===== src/qdr_pkg.sv =====
// Package for the queued DMA read command state machine.
// How it works
// - A queued read command enters the decide state to check data readiness.
// - Decide with data ready and no error moves to the send state.
// - Decide with an aborting error moves to the status state.
// - Decide with neither ready data nor an error moves to the release state.
// - Send state asks transport to transmit one data frame.
// - Each data frame carries at most 2048 doublewords; longer transfers split.
// - Transport done with the data frame moves to the prepare state.
// - Prepare with next data ready, data left to send and no error returns to the send state.
// - Prepare with all data sent or an error moves to status.
// - Status state sends a register frame with the interrupt bit set.
// - After the status frame is sent the device goes idle.
// - Release state sends a register frame with the release bit set.
// - Release frame interrupt bit follows the release interrupt enable.
// - After the release frame the device goes idle, command stays queued.
// - Once data starts, all of it goes without a bus release.
// - Release happens only before data, or never for the command.
package qdr_pkg;
    localparam int QDR_MAX_DW = 2048;
    localparam int QDR_LEN_W = 16;
    localparam int QDR_DATA_W = 32;
    localparam int QDR_FIFO_DEPTH = 4;
    localparam logic [1:0] QDR_REG_STATUS = 2'h1;
    localparam logic [1:0] QDR_REG_RELEASE = 2'h2;

    typedef enum logic [5:0] {
        QDR_IDLE = 6'h01,
        QDR_DECIDE = 6'h02,
        QDR_SEND = 6'h04,
        QDR_PREPARE = 6'h08,
        QDR_STATUS = 6'h10,
        QDR_RELEASE = 6'h20
    } qdr_state_e;
endpackage : qdr_pkg


===== src/qdr_fifo_if.sv =====
// Interface carrying one valid/ready stream between the block's modules.
`timescale 1ns/10ps
`default_nettype none
interface qdr_fifo_if #(parameter int WIDTH = 32);
    logic valid;
    logic ready;
    logic [WIDTH-1:0] data;
    modport src (output valid, output data, input ready);
    modport snk (input valid, input data, output ready);
endinterface : qdr_fifo_if
`default_nettype wire


===== src/qdr_cmd_fsm.sv =====
// Command-layer state machine for queued DMA read commands.
`timescale 1ns/10ps
`default_nettype none
module qdr_cmd_fsm
    import qdr_pkg::*;
#(
    parameter int MAX_DW = QDR_MAX_DW,
    parameter int DEPTH = QDR_FIFO_DEPTH
) (
    input wire logic clk_sys,
    input wire logic reset_n,
    input wire logic cmd_start,
    input wire logic [QDR_LEN_W-1:0] cmd_dwords,
    input wire logic release_irq_en,
    input wire logic data_ready,
    input wire logic abort_err,
    input wire logic src_valid,
    input wire logic [QDR_DATA_W-1:0] src_data,
    output logic src_ready,
    output logic data_fis_req,
    output logic [QDR_LEN_W-1:0] data_fis_dwords,
    input wire logic data_fis_done,
    output logic tx_valid,
    output logic [QDR_DATA_W-1:0] tx_data,
    output logic tx_last,
    input wire logic tx_ready,
    output logic reg_fis_req,
    output logic [1:0] reg_fis_kind,
    output logic reg_fis_irq,
    output logic reg_fis_rel,
    input wire logic reg_fis_done,
    output logic busy,
    output logic cmd_queued
);
    qdr_state_e state_q;
    qdr_state_e state_d;
    logic [QDR_LEN_W-1:0] left_q;
    logic [QDR_LEN_W-1:0] chunk_q;
    logic data_started_q;
    logic src_ready_q;

    qdr_fifo_if #(.WIDTH(QDR_DATA_W)) fin ();
    qdr_fifo_if #(.WIDTH(QDR_DATA_W)) fout ();

    ////////////////////////////////////////////////////////////////////////
    // Payload path through the FIFO.

    // Source back-pressure is registered so the output is a flop; the FIFO
    // is written only while last cycle's ready was given.
    assign fin.valid = src_valid && src_ready_q;
    assign fin.data = src_data;
    assign fout.ready = tx_ready && (state_q == QDR_SEND) && (chunk_q != '0);

    qdr_fifo #(.WIDTH(QDR_DATA_W), .DEPTH(DEPTH)) u_fifo (
        .clk_sys(clk_sys),
        .reset_n(reset_n),
        .wr(fin),
        .rd(fout)
    );

    // Words leave in the send state only; chunk_q counts the frame down.
    wire logic word_go = fout.valid && fout.ready;

    // Registered ready may only promise room that is sure to remain, so a
    // push without a pop drops it for a cycle; this halves the fill rate.
    wire logic src_room = fin.ready && (!(fin.valid && fin.ready) || word_go);

    // Clamp a length to the frame maximum.
    function automatic logic [QDR_LEN_W-1:0] clamp_len(
        input logic [QDR_LEN_W-1:0] n
    );
        clamp_len = (n > QDR_LEN_W'(MAX_DW)) ? QDR_LEN_W'(MAX_DW) : n;
    endfunction : clamp_len

    ////////////////////////////////////////////////////////////////////////
    // Next-state decode.

    wire logic all_sent = (left_q == '0);
    always_comb begin
        state_d = state_q;
        unique case (state_q)
            QDR_IDLE: begin
                if (cmd_start) begin
                    state_d = QDR_DECIDE;
                end
            end
            QDR_DECIDE: begin
                if (abort_err) begin
                    state_d = QDR_STATUS;
                end else if (data_ready) begin
                    state_d = QDR_SEND;
                end else begin
                    state_d = QDR_RELEASE;
                end
            end
            QDR_SEND: begin
                if (data_fis_done) begin
                    state_d = QDR_PREPARE;
                end
            end
            QDR_PREPARE: begin
                if (all_sent || abort_err) begin
                    state_d = QDR_STATUS;
                end else if (data_ready) begin
                    state_d = QDR_SEND;
                end
            end
            QDR_STATUS: begin
                if (reg_fis_done) begin
                    state_d = QDR_IDLE;
                end
            end
            QDR_RELEASE: begin
                if (reg_fis_done) begin
                    state_d = QDR_IDLE;
                end
            end
            default: begin
                state_d = QDR_IDLE;
            end
        endcase
    end

    ////////////////////////////////////////////////////////////////////////
    // State and counters.

    // Remaining length is loaded at command receipt and reduced per word.
    always_ff @(posedge clk_sys or negedge reset_n) begin
        if (!reset_n) begin
            state_q <= QDR_IDLE;
            left_q <= '0;
            chunk_q <= '0;
            data_started_q <= 1'b0;
            src_ready_q <= 1'b0;
        end else begin
            state_q <= state_d;
            src_ready_q <= src_room;
            if (state_q == QDR_IDLE && cmd_start) begin
                left_q <= cmd_dwords;
                data_started_q <= 1'b0;
            end else if (word_go) begin
                left_q <= left_q - 1'b1;
            end
            if (state_d == QDR_SEND && state_q != QDR_SEND) begin
                chunk_q <= clamp_len(left_q);
                data_started_q <= 1'b1;
            end else if (word_go) begin
                chunk_q <= chunk_q - 1'b1;
            end
        end
    end

    ////////////////////////////////////////////////////////////////////////
    // Registered outputs toward the transport layer.

    // Every output is a flop; frame requests hold while the state does.
    always_ff @(posedge clk_sys or negedge reset_n) begin
        if (!reset_n) begin
            data_fis_req <= 1'b0;
            data_fis_dwords <= '0;
            reg_fis_req <= 1'b0;
            reg_fis_kind <= 2'h0;
            reg_fis_irq <= 1'b0;
            reg_fis_rel <= 1'b0;
            busy <= 1'b0;
            cmd_queued <= 1'b0;
            src_ready <= 1'b0;
        end else begin
            src_ready <= src_room;
            data_fis_req <= (state_d == QDR_SEND);
            if (state_d == QDR_SEND && state_q != QDR_SEND) begin
                data_fis_dwords <= clamp_len(left_q);
            end
            reg_fis_req <= (state_d == QDR_STATUS) ||
                (state_d == QDR_RELEASE);
            if (state_d == QDR_STATUS) begin
                reg_fis_kind <= QDR_REG_STATUS;
                reg_fis_irq <= 1'b1;
                reg_fis_rel <= 1'b0;
            end else if (state_d == QDR_RELEASE) begin
                reg_fis_kind <= QDR_REG_RELEASE;
                reg_fis_irq <= release_irq_en;
                reg_fis_rel <= 1'b1;
            end else begin
                reg_fis_kind <= 2'h0;
                reg_fis_irq <= 1'b0;
                reg_fis_rel <= 1'b0;
            end
            busy <= (state_d != QDR_IDLE);
            if (state_q == QDR_RELEASE && reg_fis_done) begin
                cmd_queued <= 1'b1;
            end else if (state_q == QDR_IDLE && cmd_start) begin
                cmd_queued <= 1'b0;
            end
        end
    end

    // Stream toward transport, registered with a skid-free handshake.
    always_ff @(posedge clk_sys or negedge reset_n) begin
        if (!reset_n) begin
            tx_valid <= 1'b0;
            tx_data <= '0;
            tx_last <= 1'b0;
        end else begin
            tx_valid <= word_go;
            tx_data <= fout.data;
            tx_last <= word_go && (chunk_q == QDR_LEN_W'(1));
        end
    end

    ////////////////////////////////////////////////////////////////////////
    // Checks.

    property p_decide_send;
        @(posedge clk_sys) disable iff (!reset_n)
        (state_q == QDR_DECIDE && !abort_err && data_ready)
            |=> state_q == QDR_SEND ##0 data_fis_req;
    endproperty
    a_decide_send: assert property (p_decide_send)
        else $error("decide with data ready did not send");

    property p_err_first;
        @(posedge clk_sys) disable iff (!reset_n)
        (state_q == QDR_DECIDE && abort_err) |=> state_q == QDR_STATUS;
    endproperty
    a_err_first: assert property (p_err_first)
        else $error("error in decide did not go to status");

    property p_decide_rel;
        @(posedge clk_sys) disable iff (!reset_n)
        (state_q == QDR_DECIDE && !abort_err && !data_ready)
            |=> reg_fis_rel && reg_fis_req;
    endproperty
    a_decide_rel: assert property (p_decide_rel)
        else $error("decide without data did not release");

    property p_frame_cap;
        @(posedge clk_sys) disable iff (!reset_n)
        data_fis_req |-> data_fis_dwords <= QDR_LEN_W'(MAX_DW);
    endproperty
    a_frame_cap: assert property (p_frame_cap)
        else $error("data frame longer than allowed");

    property p_no_rel_after;
        @(posedge clk_sys) disable iff (!reset_n)
        (state_q != QDR_IDLE && data_started_q) |-> !reg_fis_rel;
    endproperty
    a_no_rel_after: assert property (p_no_rel_after)
        else $error("bus release after data started");

    property p_status_irq;
        @(posedge clk_sys) disable iff (!reset_n)
        (state_q == QDR_STATUS) |-> reg_fis_irq && !reg_fis_rel;
    endproperty
    a_status_irq: assert property (p_status_irq)
        else $error("status frame without interrupt bit");

    property p_rel_irq;
        @(posedge clk_sys) disable iff (!reset_n)
        (state_q != QDR_RELEASE ##1 state_q == QDR_RELEASE)
            |-> reg_fis_irq == $past(release_irq_en);
    endproperty
    a_rel_irq: assert property (p_rel_irq)
        else $error("release interrupt bit not per enable");

    property p_done_idle;
        @(posedge clk_sys) disable iff (!reset_n)
        ((state_q == QDR_STATUS || state_q == QDR_RELEASE) && reg_fis_done)
            |=> state_q == QDR_IDLE && !busy;
    endproperty
    a_done_idle: assert property (p_done_idle)
        else $error("register frame done but not idle");

    property p_prep_status;
        @(posedge clk_sys) disable iff (!reset_n)
        (state_q == QDR_PREPARE && all_sent) |=> state_q == QDR_STATUS;
    endproperty
    a_prep_status: assert property (p_prep_status)
        else $error("prepare with all sent did not go to status");
endmodule : qdr_cmd_fsm
`default_nettype wire


===== src/qdr_fifo.sv =====
// Small synchronous FIFO with valid/ready on both sides.
`timescale 1ns/10ps
`default_nettype none
module qdr_fifo #(
    parameter int WIDTH = 32,
    parameter int DEPTH = 4
) (
    input wire logic clk_sys,
    input wire logic reset_n,
    qdr_fifo_if.snk wr,
    qdr_fifo_if.src rd
);
    localparam int AW = $clog2(DEPTH);
    logic [WIDTH-1:0] mem_q [DEPTH];
    logic [AW-1:0] wptr_q;
    logic [AW-1:0] rptr_q;
    logic [AW:0] cnt_q;
    wire logic push;
    wire logic pop;

    // Full and empty come from the occupancy count so they never lie.
    assign wr.ready = (cnt_q < (AW+1)'(DEPTH));
    assign rd.valid = (cnt_q != '0);
    assign rd.data = mem_q[rptr_q];
    assign push = wr.valid && wr.ready;
    assign pop = rd.valid && rd.ready;

    // Pointers wrap at the depth, which need not be a power of two.
    always_ff @(posedge clk_sys or negedge reset_n) begin
        if (!reset_n) begin
            wptr_q <= '0;
            rptr_q <= '0;
            cnt_q <= '0;
        end else begin
            if (push) begin
                wptr_q <= (wptr_q == AW'(DEPTH-1)) ? '0 : wptr_q + 1'b1;
            end
            if (pop) begin
                rptr_q <= (rptr_q == AW'(DEPTH-1)) ? '0 : rptr_q + 1'b1;
            end
            cnt_q <= cnt_q + {{AW{1'b0}}, push} - {{AW{1'b0}}, pop};
        end
    end

    // Storage has no reset; only written slots are ever read.
    always_ff @(posedge clk_sys) begin
        if (push) begin
            mem_q[wptr_q] <= wr.data;
        end
    end

    // Count never exceeds the depth.
    property p_fifo_bound;
        @(posedge clk_sys) disable iff (!reset_n)
        cnt_q <= (AW+1)'(DEPTH);
    endproperty
    a_fifo_bound: assert property (p_fifo_bound)
        else $error("fifo occupancy above depth");
endmodule : qdr_fifo
`default_nettype wire


===== config.mk =====
export PLATFORM = sky130hd
export DESIGN_NAME = qdr_cmd_fsm
export DESIGN_NICKNAME = d
export VERILOG_FILES = /design/src/qdr_pkg.sv /design/src/qdr_fifo_if.sv /design/src/qdr_cmd_fsm.sv /design/src/qdr_fifo.sv
export SDC_FILE = /design/constraint.sdc
export NUM_CORES = 1
export LEC_CHECK = 0
export BUFFER_PORTS_ARGS = -buffer_cell sky130_fd_sc_hd__buf_2
export CAP_MARGIN = 20
export CORE_ASPECT_RATIO = 1.5
export CORE_MARGIN = 5
export CORE_UTILIZATION = 55
export CTS_CLUSTER_DIAMETER = 150
export CTS_CLUSTER_SIZE = 10
export DETAILED_ROUTE_END_ITERATION = 10
export GPL_TIMING_DRIVEN = 1
export PLACE_DENSITY = 0.8
export SKIP_CTS_REPAIR_TIMING = 1
export SLEW_MARGIN = 40
export SYNTH_ARGS = -nofsm -noshare
export SYNTH_HDL_FRONTEND = slang
export SYNTH_SLANG_ARGS = --single-unit

===== constraint.sdc =====
create_clock -name clk_sys -period 4.15 [get_ports clk_sys]
set_input_delay 0 -clock clk_sys [delete_from_list [all_inputs] [get_ports clk_sys]]
set_output_delay 0 -clock clk_sys [all_outputs]
set_load 0.005 [all_outputs]

# == Yosys cells after proc, flatten, opt, wreduce, memory -nomap -nowiden ==
# Memories as Yosys holds them, arrays and structs flattened. A register that Yosys moved wholly into a read port is not among the register bits.
# Cells that the tools add are included.
# word_totals
reg_bits,72
ramBits,128
out_inout_bits,59
n_memories,1
# op_classes
addsub,6
n_lt_le_gt_ge,2
eq_ne,14
n_mux,25
reduce_logical,22
# mem_list
name,depth,width,rd,rd_ports_with_merged_regs,wr,line,source
u_fifo.mem_q,4,32,1,1,1,qdr_fifo.sv:14,logic [WIDTH-1:0] mem_q [DEPTH];
# op_table
operator,count
16-bit two-way mux,5
6-bit two-way mux,7
16-bit by 1-bit subtractor with 16-bit output (second input constant),2
6-bit case mux with 5 select lines,1
16-bit by 1-bit == test with 1-bit output (second input constant),1
16-bit by 12-bit greater-than comparator with 1-bit output (second input constant),1
16-bit logical NOT,1
16-bit nonzero test,1
6-bit by 3-bit == test with 1-bit output (second input constant),2
6-bit by 5-bit == test with 1-bit output (second input constant),2
6-bit == test (second input constant),2
1-bit logical AND,10
1-bit two-way mux,8
2-bit two-way mux,4
6-bit by 1-bit == test with 1-bit output (second input constant),1
6-bit by 2-bit == test with 1-bit output (second input constant),1
6-bit by 4-bit == test with 1-bit output (second input constant),1
6-bit by 1-bit inequality test with 1-bit output (second input constant),1
6-bit by 3-bit inequality test with 1-bit output (second input constant),1
2-bit nonzero test,3
2-bit by 1-bit adder with 2-bit output (second input constant),2
2-bit == test (second input constant),2
3-bit by 1-bit adder with 3-bit output,1
1-bit logical OR,3
5 further kinds,6

# == Logic depth before layout (Yosys ltp) ==
# Gate-level depths: netlist (run 1).
# logic_depth
depth_word,7
ltp_mapped,13
depth_no_buf,13

# == By module ==
# From an unflattened synthesis (run 1), not the netlist that was laid out.
# hier_totals
hier_cells,598
hier_area_um2,9396.5
# by_module_without_submodules
mod,n_inst,cells_each,area_each_um2,seq_area_each_um2
qdr_fifo,1,206,5097.4,4018.9
qdr_cmd_fsm,1,392,4299.1,2403.6

# == Worst setup path after synthesis (run 1) ==
# No wires, ideal clock.
# synth_timing
kind,reg2reg
startpoint,reg chunk_q[0]
endpoint,reg u_fifo.cnt_q[2]
setup_time_ns,0.124
t_arrival_ns,2.873
required_ns,4.026
setup_slack_ns,1.152
path_stages_with_launch,14
path_buffers,0
path_cell_list,dfrtp_1 inv_1 ha_1 nor3b_1 nand3_1 o21ai_1 inv_2 ha_1 inv_1 ha_1 inv_1 fa_1 xnor2_1 xnor2_1
# synth_via
elab_chain_cells,4
# synth_rtl
item,line,source
"start, declared",qdr_cmd_fsm.sv:38,logic [QDR_LEN_W-1:0] chunk_q;
"start signal, assigned",qdr_cmd_fsm.sv:145,chunk_q <= clamp_len(left_q);
"start signal, assigned",qdr_cmd_fsm.sv:148,chunk_q <= chunk_q - 1'b1;
16-bit nonzero test,qdr_cmd_fsm.sv:52,assign fout.ready = tx_ready && (state_q == QDR_SEND) && (chunk_q != '0);
1-bit logical AND,qdr_cmd_fsm.sv:52,
1-bit logical AND,qdr_fifo.sv:26,assign pop = rd.valid && rd.ready;
via u_fifo.pop,qdr_fifo.sv:19,wire logic pop;
3-bit by 1-bit subtractor with 3-bit output,qdr_fifo.sv:41,"cnt_q <= cnt_q + {{AW{1'b0}}, push} - {{AW{1'b0}}, pop};"
"end signal, assigned",qdr_fifo.sv:41,
"end, declared",qdr_fifo.sv:17,logic [AW:0] cnt_q;
# The timed path passes the listed nets, and every way through them passes these cells.
# A chain may end at the register's enable or synchronous reset.

# == Worst setup path after layout (run 1) ==
# layout_timing
startpoint,reg left_q[3]
endpoint,reg chunk_q[6]
# layout_via
elab_chain_cells,7
elab_cells_between_ends,10
classes_between,order compare (1); eq/ne (1); mux (4); reduce/logical (4)
# layout_rtl
item,line,source
"start, declared",qdr_cmd_fsm.sv:37,logic [QDR_LEN_W-1:0] left_q;
"start signal, assigned",qdr_cmd_fsm.sv:139,left_q <= cmd_dwords;
"start signal, assigned",qdr_cmd_fsm.sv:142,left_q <= left_q - 1'b1;
16-bit logical NOT,qdr_cmd_fsm.sv:78,wire logic all_sent = (left_q == '0);
1-bit logical OR,qdr_cmd_fsm.sv:102,if (all_sent || abort_err) begin
6-bit two-way mux,qdr_cmd_fsm.sv:102,
6-bit case mux with 5 select lines,qdr_cmd_fsm.sv:81,unique case (state_q)
6-bit by 3-bit == test with 1-bit output,qdr_cmd_fsm.sv:144,if (state_d == QDR_SEND && state_q != QDR_SEND) begin
1-bit logical AND,qdr_cmd_fsm.sv:144,
16-bit two-way mux / 2-bit nonzero test (equally long branches),n/a,
# Several ways; a longest one is shown, not always the timed one.

==> summary.txt, run 1 <==
Syn nets - 641
Final net count - 825
Fmax - 0.336 GHz
Critical Path RT - 4.60 ns
Synth cell types - 60
Clk_skew - 0.0110 ns
Initial drt markers - 418
HPWL after detailed placement - 11700 um
Site Rows - 57
Slew Viols, Final - 0
Cell count after synthesis - 572
Drt via density - 5.66
# diodes - 0
Total GRT Usage - 19.3%
CP Launch Type - flip-flop
Area Overhead vs Synth - 23.2%
Via count of the first global-routing pass - 5730
Placed inst area - 9810 um^2
GPL Wtd Cong - 0.889
CTS H-tree lvls - 1
TritonCTS clock tree - done
Multi-input logic area - 2460 um^2
Core box area - 16200 um^2
Post-synthesis cell area - 9030 um^2
CTS Root Cell - clkbuf_16
CTS max path bufs - 3
Crit Path Class - flip-flop to flip-flop
Total Wirelength - 18800 um
DRC violations left - 0
# clock sinks - 231
PortBufs - 116
I/O pin cnt - 117
Slew @ Worst Pin - 0.770 ns
Clock latency on the worst-skew pair - 0.51 ns
Die Area - 19100 um^2
First-pass GRT wire length - 29300 um
CP Max Fanout - 11
Crit-path cells - or3_1 > or4_4 > a21oi_4 > nor3b_2 > and2_1 > o221a_1
Status - finished, final reports clean
Share of layout cells above drive strength 1 - 26.6%
Starting Density - 55.8%
Cell leakage power - 0.00446 uW
P per Cell Area - 600 nW/um^2
Largest net degree at the start of global routing - 69
First drt pass iteration count - 7
RSZ-0062 raised after global routing - false
Worst VDD drop - 0.477 mV
GRT overflow - 0
Setup TNS - 0 ns
Fill count - 1054
Async SR Flop Fraction - 44.6%
Via count - 5543
Crit path time final - 2.97 ns
Avg Synthesized Cell Area - 15.8 um^2
Register Area - 6430 um^2
Worst setup EP type - flip-flop
CTS Buf Count - 27
Final Setup Violations - 0
Warnings, synthesis - 0
Max Cap Violations - 0
Fin. Hold Viols - 0
Post-synth EDFFs - 128
Crit path largest cell delay - 0.64 ns
Final Instance Area - 11100 um^2
Worst hold path class - input port to asynchronous set/reset pin
Seq/Total Area, Yosys - 71.1%
Reg clk slew, reported paths - 0.06 ns
Post-route ant nets - 0
DR WL/cell - 19.2 um
Period utilization - 71.6%
Die width - 115 um
Most frequent cells in the layout - edfxtp_1, buf_2, dfrtp_1, dlygate4sd3_1, nand2_1
Crit-path slowest cell - nor3b_2
Critical path arrival - 3.42 ns
Slew headroom - 48.6%
Die span in y - 167 um
Initial antenna violation count - 0
Synth Register Bits - 231
Commonest non-fill, non-tap cell in the layout - edfxtp_1
Main synth FF type - edfxtp_1
## cell families after synthesis
group                      count (synthesis)  share of synthesized area, %
buffers and inverters                     37                          1.83
and+or+nand+nor                          164                          9.58
xor gates and xnor gates                  26                          2.52
AOI/OAI and AO/OA                         70                          5.28
DFF                                      231                          71.1
adders and majority gates                 11                          1.61
muxes                                     33                          8.10
## critical path, delay by kind of cell (launching register included)
family           cells  cell delay [ns]
AND/OR/NAND/NOR      4             2.03
flip-flops           1             0.47
AO/OA/AOI/OAI        2             0.40
## cells in the mapped netlist, drive strengths merged (2+ instances only)
| cell type | count | share of area, % |
|---|---|---|
| edfxtp | 128 | 43 |
| dfrtp | 102 | 28 |
| nand2 | 53 | 2.2 |
| mux4 | 32 | 8.0 |
| nor2 | 28 | 1.2 |
| o21ai | 27 | 1.5 |
| xnor2 | 18 | 1.7 |
| inv | 16 | 0.66 |
| nor3 | 15 | 0.89 |
| nand3 | 12 | 0.66 |
| a21oi | 11 | 0.73 |
| clkbuf | 11 | 0.46 |
| and2 | 10 | 0.69 |
| buf | 10 | 0.71 |
| ha | 10 | 1.4 |
| nor4 | 10 | 0.93 |
| xor2 | 8 | 0.78 |
| or3 | 6 | 0.42 |
| or2 | 5 | 0.35 |
| a211oi | 4 | 0.50 |
| a22o | 4 | 0.39 |
| nand4 | 4 | 0.28 |
| or4 | 4 | 0.50 |
| a21o | 3 | 0.25 |
| a31oi | 3 | 0.21 |
| nand4b | 3 | 0.29 |
| nor2b | 3 | 0.21 |
| nor3b | 3 | 0.30 |
| o211ai | 3 | 0.25 |
| a221o | 2 | 0.22 |
| and4 | 2 | 0.19 |
| nand2b | 2 | 0.14 |
| nand3b | 2 | 0.17 |
| o21a | 2 | 0.17 |
| o22ai | 2 | 0.14 |
| o2bb2ai | 2 | 0.19 |
## per-layer routing
metal | track usage (%) | wire (um) | up-vias
met1 | 23.6 | 6990 | 2748
met4 | 6.30 | 520 | 0
li1 | - | - | 2506
met2 | 33.5 | 9930 | 239
met5 | 0 | 0 | -
met3 | 4.32 | 1340 | 50
## registers in the layout, indices dropped and copies added (netlist names), 2 cells and up
register and count:
u_fifo.mem_q 128, tx_data 32, chunk_q 16, data_fis_dwords 16, left_q 16, state_q 6
u_fifo.cnt_q 3, reg_fis_kind 2, u_fifo.rptr_q 2, u_fifo.wptr_q 2
## through the flow
step | worst slack (ns) | instances | util (%) | power, uW | hold slack (ns)
global placement | 1.36 | 876 | 60.5 | 4560 | 0.185
detailed placement | 1.21 | 876 | 60.6 | 4640 | 0.0597
floorplan | 1.15 | 572 | - | 4120 | -0.296
CTS | 1.19 | 922 | 65.3 | 6710 | -0.488
finish | 1.18 | 979 | 68.8 | 6680 | 0.0656
global route | 0.999 | 979 | 68.8 | 7070 | 0.0925
## report_power, final
group / internal [uW] / switching (uW)
clock: 1200 / 829
combinational: 708 / 748
sequential: 2840 / 348
## worst paths after layout
path                                     from                  to  slack [ns]  cells after the start
setup / recovery                    left_q[3]          chunk_q[6]        1.18                      6
hold / removal                        reset_n          state_q[3]        0.07                      2
setup reg to reg                    left_q[3]          chunk_q[6]        1.18                      6
hold reg to reg            data_fis_dwords[9]  data_fis_dwords[9]        0.46                      2
max in group asynchronous             reset_n         tx_data[13]        3.17                      3
min in group clk_sys                cmd_start          left_q[15]        0.10                      3
## area by class of cell
cell class / count / area share, %
well taps: 206 / 2.31
clock inverters: 1 / 0.0787
repair buffers: 176 / 10.6
flip-flops and latches: 231 / 57.7
inverters: 16 / 0.539
clock buffers: 45 / 6.67
multi-input cells: 304 / 22.1
Note: power is estimated with default switching activity, not from simulation.
==> inputs of run 2 (changes only) <==
--- a/config.mk
+++ b/config.mk
@@ -5,16 +5,17 @@
 export SDC_FILE = /design/constraint.sdc
 export NUM_CORES = 1
 export LEC_CHECK = 0
+export ABC_AREA = 1
 export BUFFER_PORTS_ARGS = -buffer_cell sky130_fd_sc_hd__buf_2
 export CAP_MARGIN = 20
 export CORE_ASPECT_RATIO = 1.5
 export CORE_MARGIN = 5
-export CORE_UTILIZATION = 55
+export CORE_UTILIZATION = 52
 export CTS_CLUSTER_DIAMETER = 150
 export CTS_CLUSTER_SIZE = 10
 export DETAILED_ROUTE_END_ITERATION = 10
 export GPL_TIMING_DRIVEN = 1
-export PLACE_DENSITY = 0.8
+export PLACE_DENSITY = 0.79
 export SKIP_CTS_REPAIR_TIMING = 1
 export SLEW_MARGIN = 40
 export SYNTH_ARGS = -nofsm -noshare
==> constraint.sdc (replaced) <==
create_clock -name clk_sys -period 2.7 [get_ports clk_sys]
set_input_delay 0 -clock clk_sys [delete_from_list [all_inputs] [get_ports clk_sys]]
set_output_delay 0 -clock clk_sys [all_outputs]
set_load 0.005 [all_outputs]
==> summary.txt, run 2 <==
Final Instance Area - 11700 um^2 (+5.0%)
Starting Density - 52.8% (-3.0 points)
Fin. Hold Viols - 0 (unchanged)
Die span in y - 175 um (+5.0%)
Synth Register Bits - 231 (unchanged)
PortBufs - 116 (unchanged)
Crit path time final - 2.41 ns (-0.566 ns)
Main area contributors after synthesis - edfxtp_1, dfrtp_1, nand2_1, nor2_1, o21ai_0
GRT overflow - 0 (unchanged)
CP Max Fanout - 6 (-5)
Crit path largest cell delay - 0.42 ns (-0.22 ns)
Post-synth top cells - nand2_1, edfxtp_1, nor2_1
Worst setup EP type - flip-flop
Initial antenna violation count - 0 (unchanged)
R2R Path Start - chunk_q[0]
Worst VDD drop - 0.823 mV (+73%)
Crit-path leading delay family - adder cells
Slew headroom - 55.8% (+7.2 points)
Placed inst area - 10300 um^2 (+5.4%)
Clock latency on the worst-skew pair - 0.51 ns (about the same)
Share of layout cells above drive strength 1 - 18.3% (-8.4 points)
Placed cells - 1175 (+34%)
Die Area - 21100 um^2 (+10%)
Critical Path RT - 3.10 ns (-1.50 ns)
GPL Wtd Cong - 0.894 (+0.64%)
Drt via density - 5.32 (-6.1%)
# diodes - 0 (unchanged)
Biggest regs - u_fifo.mem_q x128, tx_data x32
CTS H-tree lvls - 1 (unchanged)
Fmax - 0.416 GHz (+24%)
Commonest non-fill, non-tap cell in the layout - nand2_1
Clk_skew - 0.0153 ns (+0.00421 ns)
Most frequent cells in the layout - nand2_1, edfxtp_1, nor2_1, buf_2, dfrtp_1
# clock sinks - 231 (unchanged)
Site Rows - 60 (+5.3%)
Top-area cell type share of the netlist area - 40.6% (-2.0 points)
Slew @ Worst Pin - 0.662 ns (-0.107 ns)
P per Cell Area - 963 nW/um^2 (+60%)
DRC violations left - 0 (unchanged)
CP startpoint - chunk_q[0]
CP Launch Type - flip-flop
CTS Root Cell - clkbuf_16
Crit Path Class - flip-flop to flip-flop
Warnings, synthesis - 0 (unchanged)
RSZ-0062 raised after global routing - false
Reg clk slew, reported paths - 0.06 ns (about the same)
Syn nets - 930 (+45%)
Biggest register - u_fifo.mem_q
Post-synth EDFFs - 128 (unchanged)
TritonCTS clock tree - done
Via count of the first global-routing pass - 6589 (+15%)
CTS max path bufs - 3 (unchanged)
Core box area - 17900 um^2 (+11%)
DR WL/cell - 16.5 um (-14%)
First drt pass iteration count - 5 (-2)
Seq/Total Area, Yosys - 67.8% (-3.3 points)
Avg Synthesized Cell Area - 11.0 um^2 (-30%)
Total Wirelength - 21100 um (+13%)
Largest net degree at the start of global routing - 67 (-2.9%)
Worst hold path class - input port to asynchronous set/reset pin
Post-synthesis cell area - 9470 um^2 (+4.9%)
Die width - 120 um (+4.8%)
Final net count - 1114 (+35%)
Cell with the most instances after synthesis - nand2_1
Total GRT Usage - 19.4% (+0.17 points)
Crit-path slowest cell - dfrtp_1
Area Overhead vs Synth - 23.4%
Final instance count without filler cells - 1279 (+31%)
Period utilization - 89.1% (+17 points)
Max FFs per register - 128 (unchanged)
CTS Buf Count - 27 (unchanged)
Buf/Inv on CP - 4 (+4)
Cell count after synthesis - 861 (+51%)
I/O pin cnt - 117 (unchanged)
Crit-path cells - inv_1 > ha_1 > nand2_2 > nor2_4 > nand2_2 > nand2_4 > inv_2 > ha_1 > inv_1 > ha_1 > inv_1 > fa_1 > xnor2_1
Final Core Density - 65.1% (-3.6 points)
HPWL after detailed placement - 13200 um (+13%)
Synth cell types - 36 (-40%)
Area leader, netlist - edfxtp_1
Setup TNS - 0 ns (unchanged)
Critical path arrival - 2.80 ns (-0.62 ns)
Slew Viols, Final - 0 (unchanged)
Async SR Flop Fraction - 44.6% (unchanged)
First-pass GRT wire length - 32900 um (+13%)
Main synth FF type - edfxtp_1
Post-route ant nets - 0 (unchanged)
Status - finished, final reports clean
Via count - 6802 (+23%)
Final Setup Violations - 0 (unchanged)
Initial drt markers - 456 (+9.1%)
Cell leakage power - 0.00500 uW (+12%)
Max Cap Violations - 0 (unchanged)
==> run 2: worst paths after layout <==
check / endpoint / cells after the start / slack, ns
worst max-delay path: u_fifo.cnt_q[2] / 13 / 0.29
worst max register to register: u_fifo.cnt_q[2] / 13 / 0.29
max in group asynchronous: tx_data[12] / 3 / 2.11
worst min-delay path: state_q[1] / 3 / 0.01
min in group clk_sys: tx_valid / 6 / 0.13
worst min register to register: data_fis_dwords[7] / 2 / 0.47
==> run 2: power by group <==
| part | total (uW) | leakage [uW] | switching, uW | internal [uW] |
|---|---|---|---|---|
| logic | 3140 | 0.00222 | 1950 | 1190 |
| clock network | 3120 | 0.000359 | 1270 | 1850 |
| registers | 4990 | 0.00243 | 449 | 4540 |
==> run 2: area by class of cell <==
cell class,instances,area [um^2]
clock buffer,45,743
clock inverter,1,8.76
fill,1309,6250
inverter,63,236
multi-input combinational,531,2670
sequential,231,6420
tap,217,272
timing repair buffer,191,1340
==> run 2: through the flow <==
stage / setup slack, ns / hold slack, ns / power (uW)
2_1_floorplan: 0.196 / -0.296 / 6980
3_3_place_gp: 0.346 / -0.0404 / 8030
3_5_place_dp: 0.305 / -0.0426 / 8110
4_1_cts: 0.293 / -0.591 / 11300
5_1_grt: 0.114 / 0.0109 / 12100
6_report: 0.294 / 0.0140 / 11300
==> run 2: logic make-up after synthesis <==
logic type,Yosys count,share of synthesized area [%]
xor gates and xnor gates,13,1.20
and+or+nand+nor,357,16.4
buffers and inverters,99,4.40
AOI/OAI and AO/OA,150,8.66
DFF,231,67.8
adders and majority gates,11,1.53
==> run 2: metal layers <==
metal / vias to the layer above / wire (um) / GRT usage, %
met1: 3241 / 8090 / 23.1
met5: - / 0 / 0
met4: 0 / 601 / 6.52
met3: 40 / 1240 / 4.12
met2: 217 / 11200 / 34.9
li1: 3304 / - / -
==> run 2: worst register-to-register path, cell delays in order (launching register included) <==
cell and delay [ns]:
dfrtp_1 0.42, inv_1 0.17, ha_1 0.25, nand2_2 0.11
nor2_4 0.17, nand2_2 0.08, nand2_4 0.06, inv_2 0.03
ha_1 0.27, inv_1 0.05, ha_1 0.12, inv_1 0.05
fa_1 0.37, xnor2_1 0.14
==> inputs of run 3 (changes only) <==
--- a/config.mk
+++ b/config.mk
@@ -8,7 +8,6 @@
 export ABC_AREA = 1
 export BUFFER_PORTS_ARGS = -buffer_cell sky130_fd_sc_hd__buf_2
 export CAP_MARGIN = 20
-export CORE_ASPECT_RATIO = 1.5
 export CORE_MARGIN = 5
 export CORE_UTILIZATION = 52
 export CTS_CLUSTER_DIAMETER = 150
==> summary.txt, run 3 (synthesized netlist as in run 2, its figures left out) <==
Worst r2r path cells - 13 (unchanged)
Clock latency on the worst-skew pair - 0.53 ns (+0.02 ns)
Site Rows - 49 (-18%)
Max Cap Violations - 0 (unchanged)
Clk_skew - 0.0103 ns (-0.00499 ns)
Final net count - 1112 (-0.18%)
DR WL/cell - 16.3 um (-1.3%)
Worst VDD drop - 0.689 mV (-16%)
Crit Path Class - flip-flop to flip-flop
CTS H-tree lvls - 1 (unchanged)
Final Setup Violations - 0 (unchanged)
First-pass GRT wire length - 33000 um (+0.27%)
First drt pass iteration count - 8 (+3)
Commonest non-fill, non-tap cell in the layout - nand2_1
CP most frequent cell - inv_1
Placed cells - 1185 (+0.85%)
TritonCTS clock tree - done
HPWL after detailed placement - 12700 um (-3.7%)
Sw Pwr - 3720 uW (+1.2%)
PortBufs - 116 (unchanged)
Biggest register - u_fifo.mem_q
CTS max path bufs - 3 (unchanged)
Critical path arrival - 2.83 ns (+0.03 ns)
CTS Root Cell - clkbuf_16
GPL Wtd Cong - 0.887 (-0.78%)
Starting Density - 52.7% (-0.063 points)
Die Area - 21000 um^2 (-0.26%)
Share of layout cells above drive strength 1 - 18.1% (-0.14 points)
GRT overflow - 0 (unchanged)
# clock sinks - 231 (unchanged)
Via count of the first global-routing pass - 6555 (-0.52%)
Crit path time final - 2.41 ns (+0.00463 ns)
Worst hold path class - input port to asynchronous set/reset pin
P per Cell Area - 969 nW/um^2 (+0.57%)
Die span in y - 145 um (-17%)
Status - finished, final reports clean
Most frequent cells in the layout - nand2_1, edfxtp_1, nor2_1, buf_2, dfrtp_1
Internal power - 7570 uW (-0.16%)
CTS Buf Count - 27 (unchanged)
Combinational Power Share - 27.6% (-0.3 points)
Initial antenna violation count - 1 (+1)
Max FFs per register - 128 (unchanged)
Area Overhead vs Synth - 23.0%
Part of the power in registers - 44.2% (about the same)
DRC violations left - 0 (unchanged)
Crit-path leading delay family - adder cells
Total Wirelength - 21000 um (-0.63%)
Buf/Inv on CP - 5 (+1)
# diodes - 0 (unchanged)
Levels on crit path - 13 (unchanged)
Critical Path RT - 3.12 ns (+0.02 ns)
Period utilization - 89.3% (+0.17 points)
Crit-path cells - inv_1 > ha_1 > nand2_2 > nor2_4 > nand2_2 > nand2_4 > inv_2 > ha_1 > inv_1 > ha_1 > inv_1 > fa_1 > inv_1
Core box area - 18000 um^2 (+0.12%)
Slew headroom - 49.1% (-6.7 points)
Slew Viols, Final - 0 (unchanged)
Biggest regs - u_fifo.mem_q x128, tx_data x32
Cell leakage power - 0.00499 uW (-0.36%)
I/O pin cnt - 117 (unchanged)
Via count - 6788 (-0.21%)
Final instance count without filler cells - 1288 (+0.70%)
Largest net degree at the start of global routing - 67 (unchanged)
Slew @ Worst Pin - 0.762 ns (+0.0998 ns)
Total GRT Usage - 19.0% (-0.46 points)
Final Core Density - 64.9% (-0.25 points)
Fmax - 0.415 GHz (-0.19%)
Reg clk slew, reported paths - 0.06 ns (about the same)
Initial drt markers - 404 (-11%)
RSZ-0062 raised after global routing - false
CP Launch Type - flip-flop
Die width - 145 um (+21%)
Crit-path slowest cell - fa_1
Sw Ratio - 32.9% (+0.31 points)
CP Max Fanout - 6 (unchanged)
Fin. Hold Viols - 0 (unchanged)
Clk pwr share - 28.2% (+0.5 points)
Worst setup EP type - flip-flop
Setup TNS - 0 ns (unchanged)
Drt via density - 5.27 (-0.90%)
Post-route ant nets - 0 (unchanged)
Crit path largest cell delay - 0.48 ns (+0.06 ns)
[run 3: cell types whose count changed in the layout (fill, tap and decap cells not counted), sizes merged]
| cell | previous run | this run |
|---|---|---|
| clkbuf | 45 | 43 |
| buf | 134 | 131 |
| inv | 64 | 65 |
| dlygate4sd3 | 57 | 58 |
[run 3: power groups by stage]
| stage | clock [uW] | sequential [uW] | combinational [uW] |
|---|---|---|---|
| floorplan | 0 | 5000 | 1980 |
| global placement | 0 | 5020 | 2970 |
| detailed placement | 0 | 5030 | 3050 |
| CTS | 3260 | 4990 | 3070 |
| global route | 3440 | 5080 | 3570 |
| finish | 3190 | 4990 | 3120 |
[run 3: worst paths after layout]
check / from / end / slack (ns)
worst min-delay path: reset_n / reg_fis_req / 0.001
worst min register to register: data_fis_dwords[2] / data_fis_dwords[2] / 0.47
min in group clk_sys: tx_ready / tx_valid / 0.10
max in group asynchronous: reset_n / tx_data[24] / 1.90
worst max-delay path: chunk_q[0] / u_fifo.cnt_q[1] / 0.29
worst max register to register: chunk_q[0] / u_fifo.cnt_q[1] / 0.29
[run 3: worst reg2reg max path: cells and delay by family (launching register included)]
kind | cells | cell delay, ns
fa+ha+maj | 4 | 1.11
flops | 1 | 0.42
simple gates | 4 | 0.41
buf+inv | 5 | 0.34
[run 3: layer usage]
layer	GRT usage [%]	up-vias	wire [um]
met5	0	-	13
met2	32.4	209	10700
met4	5.41	2	470
met3	4.43	51	1280
met1	24.4	3221	8550
li1	-	3305	-
[run 3: metrics by stage]
stage                     hold slack (ns)  cell area [um^2]  setup slack, ns  total power [uW]
final                             0.00149             11700            0.289             11300
after floorplan                    -0.296              9470            0.196              6980
after global routing               0.0551             11700            0.103             12100
after CTS                          -0.455             11100            0.284             11300
after global placement              0.112             10300            0.350              7980
after detailed placement            0.120             10300            0.297              8080
[run 3: cell type report]
type	instances	area, um^2
flip-flops and latches	231	6420
fillers	1389	6310
multi-input cells	531	2670
repair buffers	189	1280
clock buffers	43	736
well taps	229	287
inverters	63	236
clock inverters	2	28.8
